**config.mk**
```make
export PLATFORM = sky130hd
export DESIGN_NAME = rct_timer
export DESIGN_NICKNAME = d
export VERILOG_FILES = /design/src/include/rct_pkg.sv /design/src/include/rct_tick_if.sv /design/src/core/rct_prescaler.sv /design/src/core/rct_timer.sv
export VERILOG_INCLUDE_DIRS = /design/src /design/src/include
export SDC_FILE = /design/constraint.sdc
export NUM_CORES = 1
export LEC_CHECK = 0
export ABC_AREA = 1
export BUFFER_PORTS_ARGS = -buffer_cell sky130_fd_sc_hd__buf_4
export CAP_MARGIN = 0
export CORE_MARGIN = 1.5
export CORE_UTILIZATION = 25
export CTS_CLUSTER_DIAMETER = 30
export DETAILED_ROUTE_END_ITERATION = 7
export PLACE_DENSITY = 0.4
export SYNTH_ARGS = -nofsm -noshare
export SYNTH_HDL_FRONTEND = slang
export SYNTH_HIERARCHICAL = 1
export SYNTH_SLANG_ARGS = --single-unit
```
**constraint.sdc**
```tcl
create_clock -name clk_in -period 4.8 [get_ports clk_in]
set_input_delay 0.72 -clock clk_in [delete_from_list [all_inputs] [get_ports clk_in]]
set_output_delay 0.72 -clock clk_in [all_outputs]
set_load 0.02 [all_outputs]
```
**src/include/rct_defines.svh**
```systemverilog
// Timing counts and fixed values for the reload/capture timer
`ifndef RCT_DEFINES_SVH
`define RCT_DEFINES_SVH
`define RCT_COUNT_W      16
`define RCT_DIV12        4'hc
`define RCT_TOP_VALUE    16'hffff
`define RCT_CAP_RELOAD   16'h0000
`define RCT_RESET_VALUE  16'h0000
`endif

```
**src/include/rct_pkg.sv**
```systemverilog
// Types shared by the reload/capture timer modules
package rct_pkg;
    typedef enum logic {
        RCT_MODE_RELOAD,
        RCT_MODE_CAPTURE
    } rct_mode_t;
    typedef enum logic [1:0] {
        RCT_EDGE_FALL,
        RCT_EDGE_RISE
    } rct_edge_t;
endpackage : rct_pkg

```
**src/include/rct_tick_if.sv**
```systemverilog
// Carries the count-enable tick from the prescaler to the timer core
`timescale 1ns/100ps
interface rct_tick_if;
    logic tick;
    modport src (output tick);
    modport dst (input  tick);
endinterface : rct_tick_if

```
**src/core/rct_prescaler.sv**
```systemverilog
// Divide-by-N count enable for the timer
`timescale 1ns/100ps
`include "rct_defines.svh"
module rct_prescaler import rct_pkg::*; #(
    parameter int DIV = 12
) (
    input  wire logic  clk_in,
    input  wire logic  rstn_in,
    input  wire logic  run_in,
    input  wire logic  prescale_off_in,
    rct_tick_if.src    tick_if
);
    logic [3:0] cnt_q;
    logic [3:0] cnt_d;
    logic       tick_q;
    logic       tick_d;

    always_comb begin
        cnt_d  = cnt_q;
        tick_d = 1'b0;
        if (!run_in) begin
            cnt_d = 4'h0;
        end else if (!prescale_off_in) begin
            tick_d = 1'b1;
        end else if (cnt_q == 4'(DIV - 1)) begin
            cnt_d  = 4'h0;
            tick_d = 1'b1;
        end else begin
            cnt_d = cnt_q + 4'h1;
        end
    end

    always_ff @(posedge clk_in or negedge rstn_in) begin
        if (!rstn_in) begin
            cnt_q  <= 4'h0;
            tick_q <= 1'b0;
        end else begin
            cnt_q  <= cnt_d;
            tick_q <= tick_d;
        end
    end

    assign tick_if.tick = tick_q;
endmodule : rct_prescaler

```
**src/core/rct_timer.sv**
```systemverilog
// Top of the 16-bit reload/capture timer
// Contract
// RL1: The timer holds a 16-bit count and offers exactly an auto-reload mode and a capture mode.
// RL2: With the prescaler disabled the count advances once every twelve clock cycles.
// RL3: The count runs continuously while enabled and never stops on overflow or reload.
// RL4: Up-only reload mode counts up from the reload value and overflows after FFFF.
// RL5: Up-only reload mode reloads on overflow alone or also on a chosen edge of the control input.
// RL6: A reload loads the count from the reload/capture register.
// RL7: Every reload in up-only reload mode raises the interrupt request.
// RL8: With up/down enabled the control input level picks count up or count down.
// RL9: With up/down enabled no reload interrupt is raised and counting up reloads on overflow only.
// RL10: Counting down reaches the reload value, underflows and restarts from FFFF.
// RL11: Capture mode counts up from 0000 and reloads 0000 on overflow.
// RL12: In capture mode the chosen edge of the control input copies the count into the capture register.
// RL13: In capture mode overflow and capture both raise the interrupt request.
// RL14: The control input is synchronised by two flip-flops before use.
// RL15: Event flags stay set until cleared by software and drive the request while enabled.
`timescale 1ns/100ps
`include "rct_defines.svh"
module rct_timer import rct_pkg::*; #(
    parameter int COUNT_W = 16,
    parameter int DIV     = 12
) (
    input  wire logic               clk_in,
    input  wire logic               rstn_in,
    input  wire logic               run_in,
    input  wire logic               prescale_off_in,
    input  wire logic               capture_mode_in,
    input  wire logic               updown_en_in,
    input  wire logic               ext_reload_en_in,
    input  wire logic               edge_rise_in,
    input  wire logic               reload_wr_in,
    input  wire logic [COUNT_W-1:0] reload_wdata_in,
    input  wire logic               external_control_input_in,
    input  wire logic               flag_reload_clr_in,
    input  wire logic               flag_capture_clr_in,
    input  wire logic               irq_en_in,
    output logic [COUNT_W-1:0]      timer_count_value_out,
    output logic [COUNT_W-1:0]      reload_capture_value_out,
    output logic                    flag_reload_out,
    output logic                    flag_capture_out,
    output logic                    count_down_out,
    output logic                    irq_out
);
    localparam logic [COUNT_W-1:0] TOP  = COUNT_W'(`RCT_TOP_VALUE);
    localparam logic [COUNT_W-1:0] ZERO = COUNT_W'(`RCT_CAP_RELOAD);

    // ----------------------------------------------------------------
    // Prescaler
    // ----------------------------------------------------------------
    rct_tick_if tick_bus ();

    rct_prescaler #(
        .DIV (DIV)
    ) u_prescaler (
        .clk_in          (clk_in),
        .rstn_in         (rstn_in),
        .run_in          (run_in),
        .prescale_off_in (prescale_off_in),
        .tick_if         (tick_bus.src)
    ); // RL2

    // ----------------------------------------------------------------
    // Control input synchroniser and edge detect
    // ----------------------------------------------------------------
    logic sync1_q;
    logic sync2_q;
    logic prev_q;
    logic sync1_d;
    logic sync2_d;
    logic prev_d;

    always_comb begin
        sync1_d = external_control_input_in;
        sync2_d = sync1_q; // RL14
        prev_d  = sync2_q;
    end

    always_ff @(posedge clk_in or negedge rstn_in) begin
        if (!rstn_in) begin
            sync1_q <= 1'b0;
            sync2_q <= 1'b0;
            prev_q  <= 1'b0;
        end else begin
            sync1_q <= sync1_d;
            sync2_q <= sync2_d;
            prev_q  <= prev_d;
        end
    end

    // Edges are held off until the chain holds real pin samples, so the reset
    // level of the flops cannot pose as an edge of an idle-high pin
    logic [2:0] prime_q;
    logic [2:0] prime_d;

    always_comb begin
        prime_d = {prime_q[1:0], 1'b1};
    end

    always_ff @(posedge clk_in or negedge rstn_in) begin
        if (!rstn_in) begin
            prime_q <= 3'h0;
        end else begin
            prime_q <= prime_d;
        end
    end

    // Edges are taken on the clock, not the tick, so a short pulse is not missed
    logic rise_seen;
    logic fall_seen;
    logic edge_hit;

    always_comb begin
        rise_seen = sync2_q & ~prev_q;
        fall_seen = ~sync2_q & prev_q;
        edge_hit  = prime_q[2] & (edge_rise_in ? rise_seen : fall_seen); // RL14
    end

    // ----------------------------------------------------------------
    // Mode and direction decode
    // ----------------------------------------------------------------
    rct_mode_t          mode;
    logic               down;
    logic               up_only;
    logic               up_down;

    assign mode    = capture_mode_in ? RCT_MODE_CAPTURE : RCT_MODE_RELOAD; // RL1
    assign up_only = (mode == RCT_MODE_RELOAD) && !updown_en_in;
    assign up_down = (mode == RCT_MODE_RELOAD) && updown_en_in;
    // Direction follows the synchronised level, never the raw pin
    assign down    = up_down && !sync2_q; // RL8

    // ----------------------------------------------------------------
    // Count boundaries
    // ----------------------------------------------------------------
    logic [COUNT_W-1:0] cnt_q;
    logic [COUNT_W-1:0] rc_q;
    logic               at_top;
    logic               at_floor;
    logic [COUNT_W-1:0] cnt_inc;
    logic [COUNT_W-1:0] cnt_dec;

    always_comb begin
        at_top   = (cnt_q == TOP);
        // Down counting wraps at the reload value, not at zero
        at_floor = (cnt_q == rc_q);
        cnt_inc  = cnt_q + 1'b1;
        cnt_dec  = cnt_q - 1'b1;
    end

    // ----------------------------------------------------------------
    // Counter
    // ----------------------------------------------------------------
    logic [COUNT_W-1:0] cnt_d;
    logic               reload_ev;
    logic               reload_irq;

    always_comb begin
        cnt_d      = cnt_q;
        reload_ev  = 1'b0;
        reload_irq = 1'b0;
        case (mode)
            RCT_MODE_RELOAD: begin
                if (up_only) begin
                    // Edge reload applies even between ticks
                    if (run_in && ext_reload_en_in && edge_hit) begin // RL5
                        cnt_d     = rc_q; // RL6
                        reload_ev = 1'b1;
                    end else if (tick_bus.tick) begin // RL3
                        if (at_top) begin // RL4
                            cnt_d     = rc_q; // RL6
                            reload_ev = 1'b1;
                        end else begin
                            cnt_d = cnt_inc;
                        end
                    end
                    reload_irq = reload_ev; // RL7
                end else if (tick_bus.tick) begin
                    // Up/down reloads stay silent: no event reaches the flags
                    if (!down) begin
                        cnt_d = at_top ? rc_q : cnt_inc; // RL9
                    end else begin
                        cnt_d = at_floor ? TOP : cnt_dec; // RL10
                    end
                end
            end
            RCT_MODE_CAPTURE: begin
                if (tick_bus.tick) begin
                    if (at_top) begin
                        cnt_d      = ZERO; // RL11
                        reload_irq = 1'b1; // RL13
                    end else begin
                        cnt_d = cnt_inc;
                    end
                end
            end
            default: begin
                cnt_d = cnt_q;
            end
        endcase
    end

    always_ff @(posedge clk_in or negedge rstn_in) begin
        if (!rstn_in) begin
            cnt_q <= COUNT_W'(`RCT_RESET_VALUE);
        end else begin
            cnt_q <= cnt_d;
        end
    end

    // ----------------------------------------------------------------
    // Reload/capture register
    // ----------------------------------------------------------------
    logic [COUNT_W-1:0] rc_d;
    logic               capture_ev;

    always_comb begin
        rc_d       = rc_q;
        capture_ev = 1'b0;
        if (reload_wr_in) begin
            rc_d = reload_wdata_in;
        end
        // A capture beats a write in the same cycle, so no edge is lost
        if ((mode == RCT_MODE_CAPTURE) && run_in && edge_hit) begin
            rc_d       = cnt_q; // RL12
            capture_ev = 1'b1;
        end
    end

    always_ff @(posedge clk_in or negedge rstn_in) begin
        if (!rstn_in) begin
            rc_q <= COUNT_W'(`RCT_RESET_VALUE);
        end else begin
            rc_q <= rc_d;
        end
    end

    // ----------------------------------------------------------------
    // Reload event flag
    // ----------------------------------------------------------------
    logic frl_q;
    logic frl_d;

    always_comb begin
        // Hardware set wins over a simultaneous software clear
        frl_d = reload_irq | (frl_q & ~flag_reload_clr_in); // RL15
    end

    always_ff @(posedge clk_in or negedge rstn_in) begin
        if (!rstn_in) begin
            frl_q <= 1'b0;
        end else begin
            frl_q <= frl_d;
        end
    end

    // ----------------------------------------------------------------
    // Capture event flag
    // ----------------------------------------------------------------
    logic fcap_q;
    logic fcap_d;

    always_comb begin
        // Same priority as the reload flag: the event is never dropped
        fcap_d = capture_ev | (fcap_q & ~flag_capture_clr_in); // RL13
    end

    always_ff @(posedge clk_in or negedge rstn_in) begin
        if (!rstn_in) begin
            fcap_q <= 1'b0;
        end else begin
            fcap_q <= fcap_d;
        end
    end

    // ----------------------------------------------------------------
    // Outputs
    // ----------------------------------------------------------------
    // The request is only a mask of registered flags, so it cannot glitch on
    // counter activity
    assign timer_count_value_out    = cnt_q;
    assign reload_capture_value_out = rc_q;
    assign flag_reload_out          = frl_q;
    assign flag_capture_out         = fcap_q;
    assign count_down_out           = down;
    assign irq_out                  = irq_en_in & (frl_q | fcap_q); // RL15
endmodule : rct_timer

```
==> metrics.log, run 1 <==
[metrics] startpoint of the tightest hold check path: prime_q[1]$_DFF_PN0_
[metrics] top flip-flop cell by instance count after synthesis: dfrtp_1
[metrics] Avg Synthesized Cell Area: roughly 6.5 sq um
[metrics] class of the most critical setup path: in2out
[metrics] final instance count without filler cells: between 800 and 900
[metrics] number of antenna repair diodes: 0
[metrics] final-report max-slew violation count: 0
[metrics] Slew Limit Headroom: 0.453
[metrics] Remaining Overflow, GRT: 0
[metrics] proportion of register bits with asynchronous set or reset after synthesis: 1.00
[metrics] number of global-route vias before repair: between 3k and 4k
[metrics] post-cts sizing count: 0
[metrics] kind of end point of the critical path: output pin
[metrics] cell with the most instances after synthesis: nand2_1
[metrics] placer's final routability congestion estimate: between 0.8 and 0.9
[metrics] cell depth of the worst flop-to-flop path: 11
[metrics] number of cells traversed by the worst hold path: 0
[metrics] DP Wirelength: between 9 and 10 mm
[metrics] CTS Hold Buffers Added: 0
[metrics] Post-Syn Nets: 615
[metrics] worst IR drop on VDD: between 0.1 and 0.15 mV
[metrics] arrival time at the worst endpoint: approximately 2.1 ns
[metrics] fraction of post-synthesis cell area in the top cell type by area: 0.295
[metrics] static leakage: between 0.002 and 0.0025 uW
[metrics] maximum root-to-sink buffer count: 2
[metrics] unrepaired setup endpoints after global routing: false
[metrics] crit path time final: 2.79 ns
[metrics] via count: 4045
[metrics] crit-path cells: buf_4, nor2_8, inv_1, nor2_4, buf_4
[metrics] final hold violation count: 0
[metrics] CTS tree: yes
[metrics] DRT antenna net count: 0
[metrics] TNS Setup: 0 ns
[metrics] layout cell share with drive strength beyond 1: 0.185
[metrics] number of antenna violations at the first check in global routing: 0
[metrics] origin of the critical flop-to-flop path: prev_d$_DFF_PN0_
[metrics] detailed-route DRC error count: 0
[metrics] Final Cell Area: between 4000 and 5000 sq um
[metrics] average routed wire per standard cell: between 15 and 20 microns
[metrics] required time reported for the critical path endpoint: roughly 4.1 ns
[metrics] max-cap check violation count: 0
[metrics] number of synthesized flops with an enable pin: 0
[metrics] Yosys top cell by area: dfrtp_1
[metrics] buffers and inverters on the worst path: 3
[metrics] cells taking the most area after synthesis: dfrtp_1 (30%), nand2_1 (13%), nand3_1 (12%), nor2_1 (8.0%), inv_1 (5.3%)
[metrics] Core ar.: approximately 15000 sq um
[metrics] total cell area at the placement stage: around 4400 sq um
[metrics] router iterations before antenna repair: 5
[metrics] cell with the biggest individual delay on the critical path: nor2_4
[metrics] register area share after synthesis: 0.295
[metrics] width of the die: approximately 130 microns
[metrics] post-DR vias/cell: between 4 and 5
[metrics] netlist area before placement: 3810 sq um
[metrics] clock-pin slew of the registers on the worst-case setup and hold paths: approximately 0.070 ns
[metrics] clock latency on the worst-skew pair: 0.30 ns
[metrics] DRC violation total after the first TritonRoute iteration: roughly 230
[metrics] Setup-failing EPs final: 0
[metrics] startpoint kind of the worst setup timing path: primary input
[metrics] growth of design area from synthesis to finish: 18.8%
[metrics] Least-Margin Pin Slew: slightly above 0.8 ns
[metrics] total power draw: between 1500 and 2000 uW
[metrics] clock sink count: 45
[metrics] kind of cell with the highest combined delay on the critical path: simple AND/OR/NAND/NOR gates
[metrics] post-CTS setup buffers: 0
[metrics] Chip Height: ~130 microns
[metrics] Worst path max stage delay: 0.43 ns
[metrics] total of flip-flops plus latches after synthesis: 45
[metrics] fin nets: approximately 660
[metrics] power density over the cells: 351 nW/um^2
[metrics] most prevalent standard cell on the critical path: buf_4
[metrics] Gate Count Post-Synth: 583
[metrics] Clock Skews: a little under 0.005 ns
[metrics] worst-path fanout max: 20
[metrics] GRT Util Overall: 0.182
[metrics] hold-critical path endpoint: prime_q[2]$_DFF_PN0_
[metrics] top cell types by occurrence after synthesis: nand2_1 (136), nand3_1 (90), nor2_1 (81)
[metrics] effective utilization at floorplan: 0.259
[metrics] number of placed instances with taps included: about 810
[metrics] setup slack of the most critical reg-to-reg path: approximately 2.4 ns
[metrics] IO buf count: 64
[metrics] maximum frequency from static timing analysis: between 300 and 400 MHz
[metrics] CTS H-tree lvls: 2
[metrics] count of cell types in the netlist: 35
[metrics] end of the worst register-to-register path: timer_count_value_out[15]$_DFFE_PN0P_
[metrics] Routed WL: between 10 and 15 mm
[metrics] I/O pin cnt: between 60 and 70
[metrics] classification of the worst-slack hold path: reg2reg
[metrics] status: complete, no violations
[metrics] die outline area: between 15000 and 20000 sq um
[metrics] Levels on crit path: 5
[metrics] Root Buffer Master: clkbuf_16
[metrics] Placement Rows: 44
[metrics] first-pass GRT wire length: ~23 mm
[metrics] final period utilization: 0.581
[metrics] warning count from the yosys run: 6
[metrics] TritonCTS buffer count: 5
[metrics] largest net degree at the start of global routing: 46
[metrics] number of filler cells placed in the layout: 1625
-- layout by cell type (no fill, tap or decap), drive strengths merged, types with 11 or more instances in the layout --
cell,synthesis,layout
o211ai,11,11
buf,20,68
xor2,15,15
inv,61,63
nand3,93,93
nand2,147,147
nand4,14,14
nor2,96,96
a21oi,34,34
dfrtp,45,45
o221ai,15,15
-- logic make-up (layout without fill, tap and decap cells) --
| group | count (synthesis) | after routing | synth area share |
|---|---|---|---|
| fa+ha+maj | 3 | 3 | 0.00984 |
| flops | 45 | 45 | 0.295 |
| compound gates | 72 | 72 | 0.120 |
| simple gates | 356 | 356 | 0.428 |
| other cells | 1 | 1 | 0.000983 |
| buf+inv | 89 | 138 | 0.106 |
| xor+xnor | 17 | 17 | 0.0390 |
-- how the worst max path moves through the flow --
stage	from	endpoint	slack, ns
4_1_cts	capture_mode_in	count_down_out	2.01
2_1_floorplan	capture_mode_in	count_down_out	2.53
3_5_place_dp	capture_mode_in	timer_count_value_out[15]$_DFFE_PN0P_	1.81
3_3_place_gp	capture_mode_in	timer_count_value_out[15]$_DFFE_PN0P_	1.85
5_1_grt	capture_mode_in	timer_count_value_out[15]$_DFFE_PN0P_	1.89
6_report	capture_mode_in	count_down_out	2.01
-- registers in the layout (all words and copies together), names as in the netlist --
register,cells
flag_capture_out,1
flag_reload_out,1
prev_d,1
prev_q,1
prime_q,3
reload_capture_value_out,16
sync1_q,1
timer_count_value_out,16
u_prescaler/cnt_q,4
u_prescaler/tick_if.tick,1
-- through the flow --
step | setup slack (ns) | utilization | hold WS, ns
6_report | 2.01 | 0.308 | 0.354
3_5_place_dp | 1.81 | 0.298 | 0.336
2_1_floorplan | 2.53 | - | 0.331
5_1_grt | 1.89 | 0.308 | 0.368
3_3_place_gp | 1.85 | 0.298 | 0.335
4_1_cts | 2.01 | 0.308 | 0.353
-- final cells by class --
type                    count  area (sq um)  share of cell area
flip-flops and latches     45          1130               0.248
repair buffers             68           510               0.113
clock inverters             3          25.0             0.00552
multi-input cells         449          2280               0.504
inverters                  62           233              0.0514
clock buffers               5           125              0.0276
well taps                 184           230              0.0508
-- power by group --
group | internal (uW) | switching (uW)
Sequential | 430 | 132
Clock | 197 | 176
Combinational | 237 | 417
-- routing by layer --
layer | part of all wire | global-route usage | vias to the layer above | routed length [microns]
met5 | 0 | 0 | - | 0
met4 | 0.017 | 0.0534 | 0 | 234
met3 | 0.049 | 0.0342 | 16 | 675
met2 | 0.47 | 0.299 | 108 | 6470
met1 | 0.46 | 0.245 | 1894 | 6400
li1 | - | - | 2027 | -
Power figures use the tool's default switching activity.
==> run 2: changes to the inputs <==
- clock period: 4.8 -> 2.59 ns (I/O delays scaled with it)
==> run 2 against run 1 <==
Non-clock buffer count grew 10. Clock power grew 93%. Wire length increased by 4.1%. Sequential power is 82% higher. Sequential share of layout area fell by 0.51 points. Combinational power is 91% higher. Sequential cell count stayed put. Final cell count increased by 1.2%. Cell area is 2.1% higher. First-iteration DRC count increased by 9.3%. Register-to-register slack got worse by 2.1 ns. Hold slack got worse by 0.24 ns.
==> metrics.log, run 2 (synthesis results as in run 1) <==
[metrics] status: complete, no violations
[metrics] met1 global-route usage: 0.250 (+0.00482)
[metrics] class of the most critical setup path: reg2reg
[metrics] DRC violation total after the first TritonRoute iteration: 246 (+9.3%)
[metrics] total cell area at the placement stage: 4470 sq um (+2.0%)
[metrics] Placement Rows: 44 (unchanged)
[metrics] cell depth of the worst flop-to-flop path: 11 (unchanged)
[metrics] layer carrying the most global-route usage: met2
[metrics] via count: 4074 (+0.72%)
[metrics] classification of the worst-slack hold path: in2async
[metrics] detailed-route DRC error count: 0 (unchanged)
[metrics] IO buf count: 64 (unchanged)
[metrics] average routed wire per standard cell: 17.4 microns (+2.8%)
[metrics] end of the worst register-to-register path: timer_count_value_out[10]$_DFFE_PN0P_
[metrics] Slew Limit Headroom: 0.557 (+0.104)
[metrics] I/O pin cnt: 65 (unchanged)
[metrics] Setup crit end: timer_count_value_out[10]$_DFFE_PN0P_
[metrics] layout cell share with drive strength beyond 1: 0.198 (+0.0127)
[metrics] Clock Skews: 0.00576 ns (+0.000856 ns)
[metrics] placer's final routability congestion estimate: 0.834 (about the same)
[metrics] Core ar.: 14700 sq um (unchanged)
[metrics] post-DR vias/cell: 4.93 (-0.50%)
[metrics] final hold violation count: 0 (unchanged)
[metrics] met2 Use GR: 0.306 (+0.00675)
[metrics] final period utilization: 0.862
[metrics] DRT antenna net count: 0 (unchanged)
[metrics] Final Cell Area: 4630 sq um (+2.1%)
[metrics] number of antenna violations at the first check in global routing: 0 (unchanged)
[metrics] Remaining Overflow, GRT: 0 (unchanged)
[metrics] most frequent cells in the layout: nand2_1 (136), nand3_1 (90), nor2_1 (81)
[metrics] most frequent standard cell in the layout excluding fill and tap cells: nand2_1
[metrics] TritonCTS buffer count: 5 (unchanged)
[metrics] CTS Hold Buffers Added: 0 (unchanged)
[metrics] post-CTS setup buffers: 0 (unchanged)
[metrics] worst-path fanout max: 13 (-35%)
[metrics] DP Wirelength: 10.2 mm (+3.0%)
[metrics] max-cap check violation count: 0 (unchanged)
[metrics] CTS tree: yes
[metrics] post-cts sizing count: 0 (unchanged)
[metrics] static leakage: 0.00221 uW (+2.8%)
[metrics] origin of the critical flop-to-flop path: timer_count_value_out[0]$_DFFE_PN0P_
[metrics] width of the die: 127 microns (unchanged)
[metrics] die outline area: 16000 sq um (unchanged)
[metrics] number of global-route vias before repair: 4095 (+2.8%)
[metrics] Setup-failing EPs final: 0 (unchanged)
[metrics] maximum frequency from static timing analysis: between 400 and 500 MHz
[metrics] power density over the cells: 647 nW/um^2 (+84%)
[metrics] Chip Height: 127 microns (unchanged)
[metrics] required time reported for the critical path endpoint: 2.82 ns (-1.26 ns)
[metrics] clock sink count: 45 (unchanged)
[metrics] worst IR drop on VDD: 0.265 mV (+98%)
[metrics] Routed WL: 14.3 mm (+4.1%)
[metrics] effective utilization at floorplan: 0.259 (unchanged)
[metrics] first-pass GRT wire length: 22.9 mm (+1.7%)
[metrics] growth of design area from synthesis to finish: 21.3%
[metrics] router iterations before antenna repair: 4 (-1)
[metrics] clock latency on the worst-skew pair: 0.30 ns (about the same)
[metrics] setup slack of the most critical reg-to-reg path: 0.36 ns (-2.07 ns)
[metrics] kind of end point of the critical path: register
[metrics] Root Buffer Master: clkbuf_16
[metrics] number of antenna repair diodes: 0 (unchanged)
[metrics] fin nets: 673 (+1.5%)
[metrics] TNS Setup: 0 ns (unchanged)
[metrics] GRT Util Overall: 0.186 (+0.00399)
[metrics] Global Route met3 Usage: 0.0240 (-0.0101)
[metrics] arrival time at the worst endpoint: 2.46 ns (+0.39 ns)
[metrics] final-report max-slew violation count: 0 (unchanged)
[metrics] maximum root-to-sink buffer count: 2 (unchanged)
[metrics] clock-pin slew of the registers on the worst-case setup and hold paths: 0.07 ns (about the same)
[metrics] Least-Margin Pin Slew: 0.664 ns (-0.154 ns)
[metrics] crit path time final: between 2 and 2.5 ns
[metrics] CTS H-tree lvls: 2 (unchanged)
[metrics] Setup crit start: timer_count_value_out[0]$_DFFE_PN0P_
[metrics] largest net degree at the start of global routing: 46 (unchanged)
[metrics] unrepaired setup endpoints after global routing: false
[metrics] startpoint kind of the worst setup timing path: register
[run 2: cell count changes in the layout (fill, tap and decap cells not counted), sizes merged]
cell | previous run | this run
clkinv | 1 | 2
inv | 63 | 61
buf | 68 | 78
clkbuf | 5 | 7
clkinvlp | 1 | 0
[run 2: layout make-up]
| class | count | area [sq um] |
|---|---|---|
| multi-input combinational | 449 | 2280 |
| fill | 1624 | 10100 |
| sequential | 45 | 1130 |
| timing repair buffer | 78 | 598 |
| inverter | 62 | 233 |
| clock inverter | 1 | 5.00 |
| tap | 184 | 230 |
| clock buffer | 7 | 153 |
[run 2: worst min path at each step]
stage                       from  depth (start not counted)  slack [ns]                                       to
6_report                 rstn_in                          1        0.11  reload_capture_value_out[0]$_DFFE_PN0P_
5_1_grt                  rstn_in                          1        0.18  reload_capture_value_out[0]$_DFFE_PN0P_
4_1_cts                  rstn_in                          1        0.15  reload_capture_value_out[0]$_DFFE_PN0P_
3_5_place_dp   sync1_q$_DFF_PN0_                          0        0.34                         prev_d$_DFF_PN0_
3_3_place_gp   sync1_q$_DFF_PN0_                          0        0.33                         prev_d$_DFF_PN0_
2_1_floorplan            rstn_in                          0        0.09               flag_capture_out$_DFF_PN0_
[run 2: power by group]
| group | leakage, uW | switching [uW] | total [uW] | internal, uW |
|---|---|---|---|---|
| logic | 0.00160 | 790 | 1250 | 460 |
| clock network | 0.0000799 | 312 | 722 | 410 |
| registers | 0.000534 | 223 | 1020 | 797 |
[run 2: layer usage]
| layer | part of all wire | up-vias |
|---|---|---|
| li1 | - | 2032 |
| met1 | 0.47 | 1935 |
| met2 | 0.48 | 99 |
| met3 | 0.042 | 8 |
| met4 | 0.010 | 0 |
| met5 | 0 | - |
[run 2: metrics by stage]
stage / worst slack, ns / hold WS [ns] / util / power [uW] / cells
after floorplan: 0.801 / 0.0929 / - / 1830 / 583
after global placement: 0.409 / 0.333 / 0.304 / 2290 / 818
after detailed placement: 0.388 / 0.342 / 0.304 / 2290 / 818
after CTS: 0.366 / 0.148 / 0.315 / 3040 / 826
after global routing: 0.149 / 0.180 / 0.315 / 3230 / 826
final: 0.358 / 0.112 / 0.315 / 2990 / 826
[run 2: worst max-delay path: stages, from the launching register on]
cell and delay, ns:
dfrtp_1 0.51, ha_1 0.28, nand2_1 0.12, nor2_2 0.15, nand2_2 0.11, nor2_4 0.44
nand2_1 0.13, nand3_1 0.11, nand2_1 0.06, clkinv_1 0.05, nand2_1 0.04, a21oi_1 0.14
==> run 3: changes to the inputs <==
- GPL_TIMING_DRIVEN: default -> 0
==> run 3 against run 2 <==
Cell area increased by 1.4%. Setup slack got worse by 0.0063 ns. First-iteration DRC count increased by 42%. Hold slack got worse by 0.0061 ns. Register-to-register slack improved by 0.06 ns. Global-route usage increased by 1.1 points. Largest power group unchanged. Core utilization increased by 0.43 points. Sequential share of layout area decreased by 0.32 points. Wire length increased by 6.4%.
==> metrics.log, run 3 (synthesis results as in run 1) <==
[metrics] Remaining Overflow, GRT: 0 (unchanged)
[metrics] IO buf count: 63 (-1.6%)
[metrics] layer carrying the most global-route usage: met2
[metrics] DRC violation total after the first TritonRoute iteration: 350 (+42%)
[metrics] met1 global-route usage: 0.278 (+0.0284)
[metrics] number of filler cells placed in the layout: 1642 (+1.1%)
[metrics] worst-path fanout max: 10 (-3)
[metrics] unrepaired setup endpoints after global routing: false
[metrics] fin nets: 685 (+1.8%)
[metrics] number of antenna repair diodes: 0 (unchanged)
[metrics] CTS tree: yes
[metrics] placer's final routability congestion estimate: 0.872 (+4.6%)
[metrics] startpoint kind of the worst setup timing path: primary input
[metrics] final period utilization: 0.864 (+0.00241)
[metrics] router iterations before antenna repair: 5 (+1)
[metrics] number of antenna violations at the first check in global routing: 0 (unchanged)
[metrics] post-cts sizing count: 0 (unchanged)
[metrics] Core ar.: 14700 sq um (unchanged)
[metrics] average routed wire per standard cell: 18.2 microns (+4.9%)
[metrics] maximum frequency from static timing analysis: 447 MHz (-0.28%)
[metrics] clock latency on the worst-skew pair: 0.31 ns (about the same)
[metrics] Global Route met3 Usage: 0.0283 (+0.00422)
[metrics] most frequent standard cell in the layout excluding fill and tap cells: nand2_1
[metrics] largest net degree at the start of global routing: 46 (unchanged)
[metrics] status: complete, no violations
[metrics] CTS H-tree lvls: 2 (unchanged)
[metrics] arrival time at the worst endpoint: 1.85 ns (-0.61 ns)
[metrics] static leakage: 0.00224 uW (+1.4%)
[metrics] post-DR vias/cell: 5.01 (+1.5%)
[metrics] final hold violation count: 0 (unchanged)
[metrics] Chip Height: 127 microns (unchanged)
[metrics] crit path setup slack, layout: 0.352 ns (-0.00625 ns)
[metrics] Slew Limit Headroom: 0.482 (-0.0752)
[metrics] final instance count without filler cells: 838 (+1.5%)
[metrics] clock-pin slew of the registers on the worst-case setup and hold paths: 0.07 ns (about the same)
[metrics] I/O pin cnt: 65 (unchanged)
[metrics] smallest hold slack: 0.106 ns (-0.00614 ns)
[metrics] TritonCTS buffer count: 5 (unchanged)
[metrics] number of global-route vias before repair: 4127 (+0.78%)
[metrics] class of the most critical setup path: in2out
[metrics] kind of end point of the critical path: output pin
[metrics] most frequent cells in the layout: nand2_1 (136), nand3_1 (90), nor2_1 (81)
[metrics] Setup-failing EPs final: 0 (unchanged)
[metrics] Clock Skews: 0.0107 ns (+0.00492 ns)
[metrics] DP Wirelength: 11.2 mm (+9.8%)
[metrics] via count: 4195 (+3.0%)
[metrics] crit path time final: 2.24 ns (+0.00625 ns)
[metrics] Root Buffer Master: clkbuf_16
[metrics] GRT Util Overall: 0.198 (+0.0114)
[metrics] met2 Use GR: 0.311 (+0.00546)
[metrics] detailed-route DRC error count: 0 (unchanged)
[metrics] maximum root-to-sink buffer count: 2 (unchanged)
[metrics] Placement Rows: 44 (unchanged)
[metrics] DRT antenna net count: 0 (unchanged)
[metrics] number of placed instances with taps included: 830 (+1.5%)
[metrics] Setup WS pre-CTS: 0.339 ns (-0.0490 ns)
[metrics] max-cap check violation count: 0 (unchanged)
[metrics] required time reported for the critical path endpoint: 2.20 ns (-0.62 ns)
[metrics] final-report max-slew violation count: 0 (unchanged)
[metrics] worst IR drop on VDD: 0.268 mV (+1.2%)
[metrics] clock sink count: 45 (unchanged)
[metrics] die outline area: 16000 sq um (unchanged)
[metrics] post-CTS setup buffers: 0 (unchanged)
[metrics] Core Util, Final: 0.319 (+0.00426)
[metrics] growth of design area from synthesis to finish: 23.0%
[metrics] width of the die: 127 microns (unchanged)
[metrics] power density over the cells: 666 nW/um^2 (+3.0%)
[metrics] TNS Setup: 0 ns (unchanged)
[metrics] CTS Hold Buffers Added: 0 (unchanged)
[metrics] Least-Margin Pin Slew: 0.777 ns (+0.113 ns)
[metrics] first-pass GRT wire length: 23.9 mm (+4.0%)
[metrics] effective utilization at floorplan: 0.259 (unchanged)
[metrics] Routed WL: 15.3 mm (+6.4%)
[metrics] classification of the worst-slack hold path: in2async
[metrics] layout cell share with drive strength beyond 1: 0.200 (+0.00249)
-- run 3: changes by cell type in the layout (fill, tap and decap cells not counted), sizes merged --
cell / before / now
buf: 78 / 83
bufinv: 0 / 1
clkbuf: 7 / 12
clkinv: 2 / 1
inv: 61 / 63
-- run 3: worst max-delay path: stages --
cell and delay, ns:
buf_4 0.12, buf_2 0.23, nor2_8 0.23, inv_1 0.11, nor2_4 0.26, buf_2 0.32
buf_4 0.19
-- run 3: cell type report --
cell class                 instances  area [sq um]  area share
clock inverter                     3          47.5      0.0101
timing repair buffer              63           473       0.101
sequential                        45          1130       0.240
multi-input combinational        449          2280       0.487
clock buffer                       5           125      0.0267
tap                              184           230      0.0491
inverter                          62           233      0.0496
buffer                            27           173      0.0368
-- run 3: stage by stage --
| step | cell area (sq um) | power [uW] |
|---|---|---|
| finish | 4690 | 3120 |
| global route | 4690 | 3340 |
| CTS | 4690 | 3150 |
| detailed placement | 4520 | 2330 |
| global placement | 4520 | 2330 |
| floorplan | 3810 | 1830 |
-- run 3: final timing paths --
kind | to | start | cells after the start | slack (ns)
max | count_down_out | capture_mode_in | 7 | 0.35
min | reload_capture_value_out[0]$_DFFE_PN0P_ | rstn_in | 1 | 0.11
max reg2reg | timer_count_value_out[13]$_DFFE_PN0P_ | prev_d$_DFF_PN0_ | 9 | 0.42
min reg2reg | prime_q[2]$_DFF_PN0_ | prime_q[1]$_DFF_PN0_ | 0 | 0.35
max in group asynchronous | timer_count_value_out[8]$_DFFE_PN0P_ | rstn_in | 1 | 2.04
min in group clk_in | sync1_q$_DFF_PN0_ | external_control_input_in | 1 | 0.18
-- run 3: metal layers --
layer  routed length [microns]  up-vias
met3                       830       16
li1                          -     2060
met1                      7170     1992
met5                         0        -
met4                       307        0
met2                      6950      127
-- run 3: where the power goes --
group | switching [uW] | internal, uW | total (uW) | leakage (uW)
sequential | 152 | 798 | 949 | 0.000534
clock | 335 | 464 | 799 | 0.0000848
combinational | 895 | 480 | 1380 | 0.00162
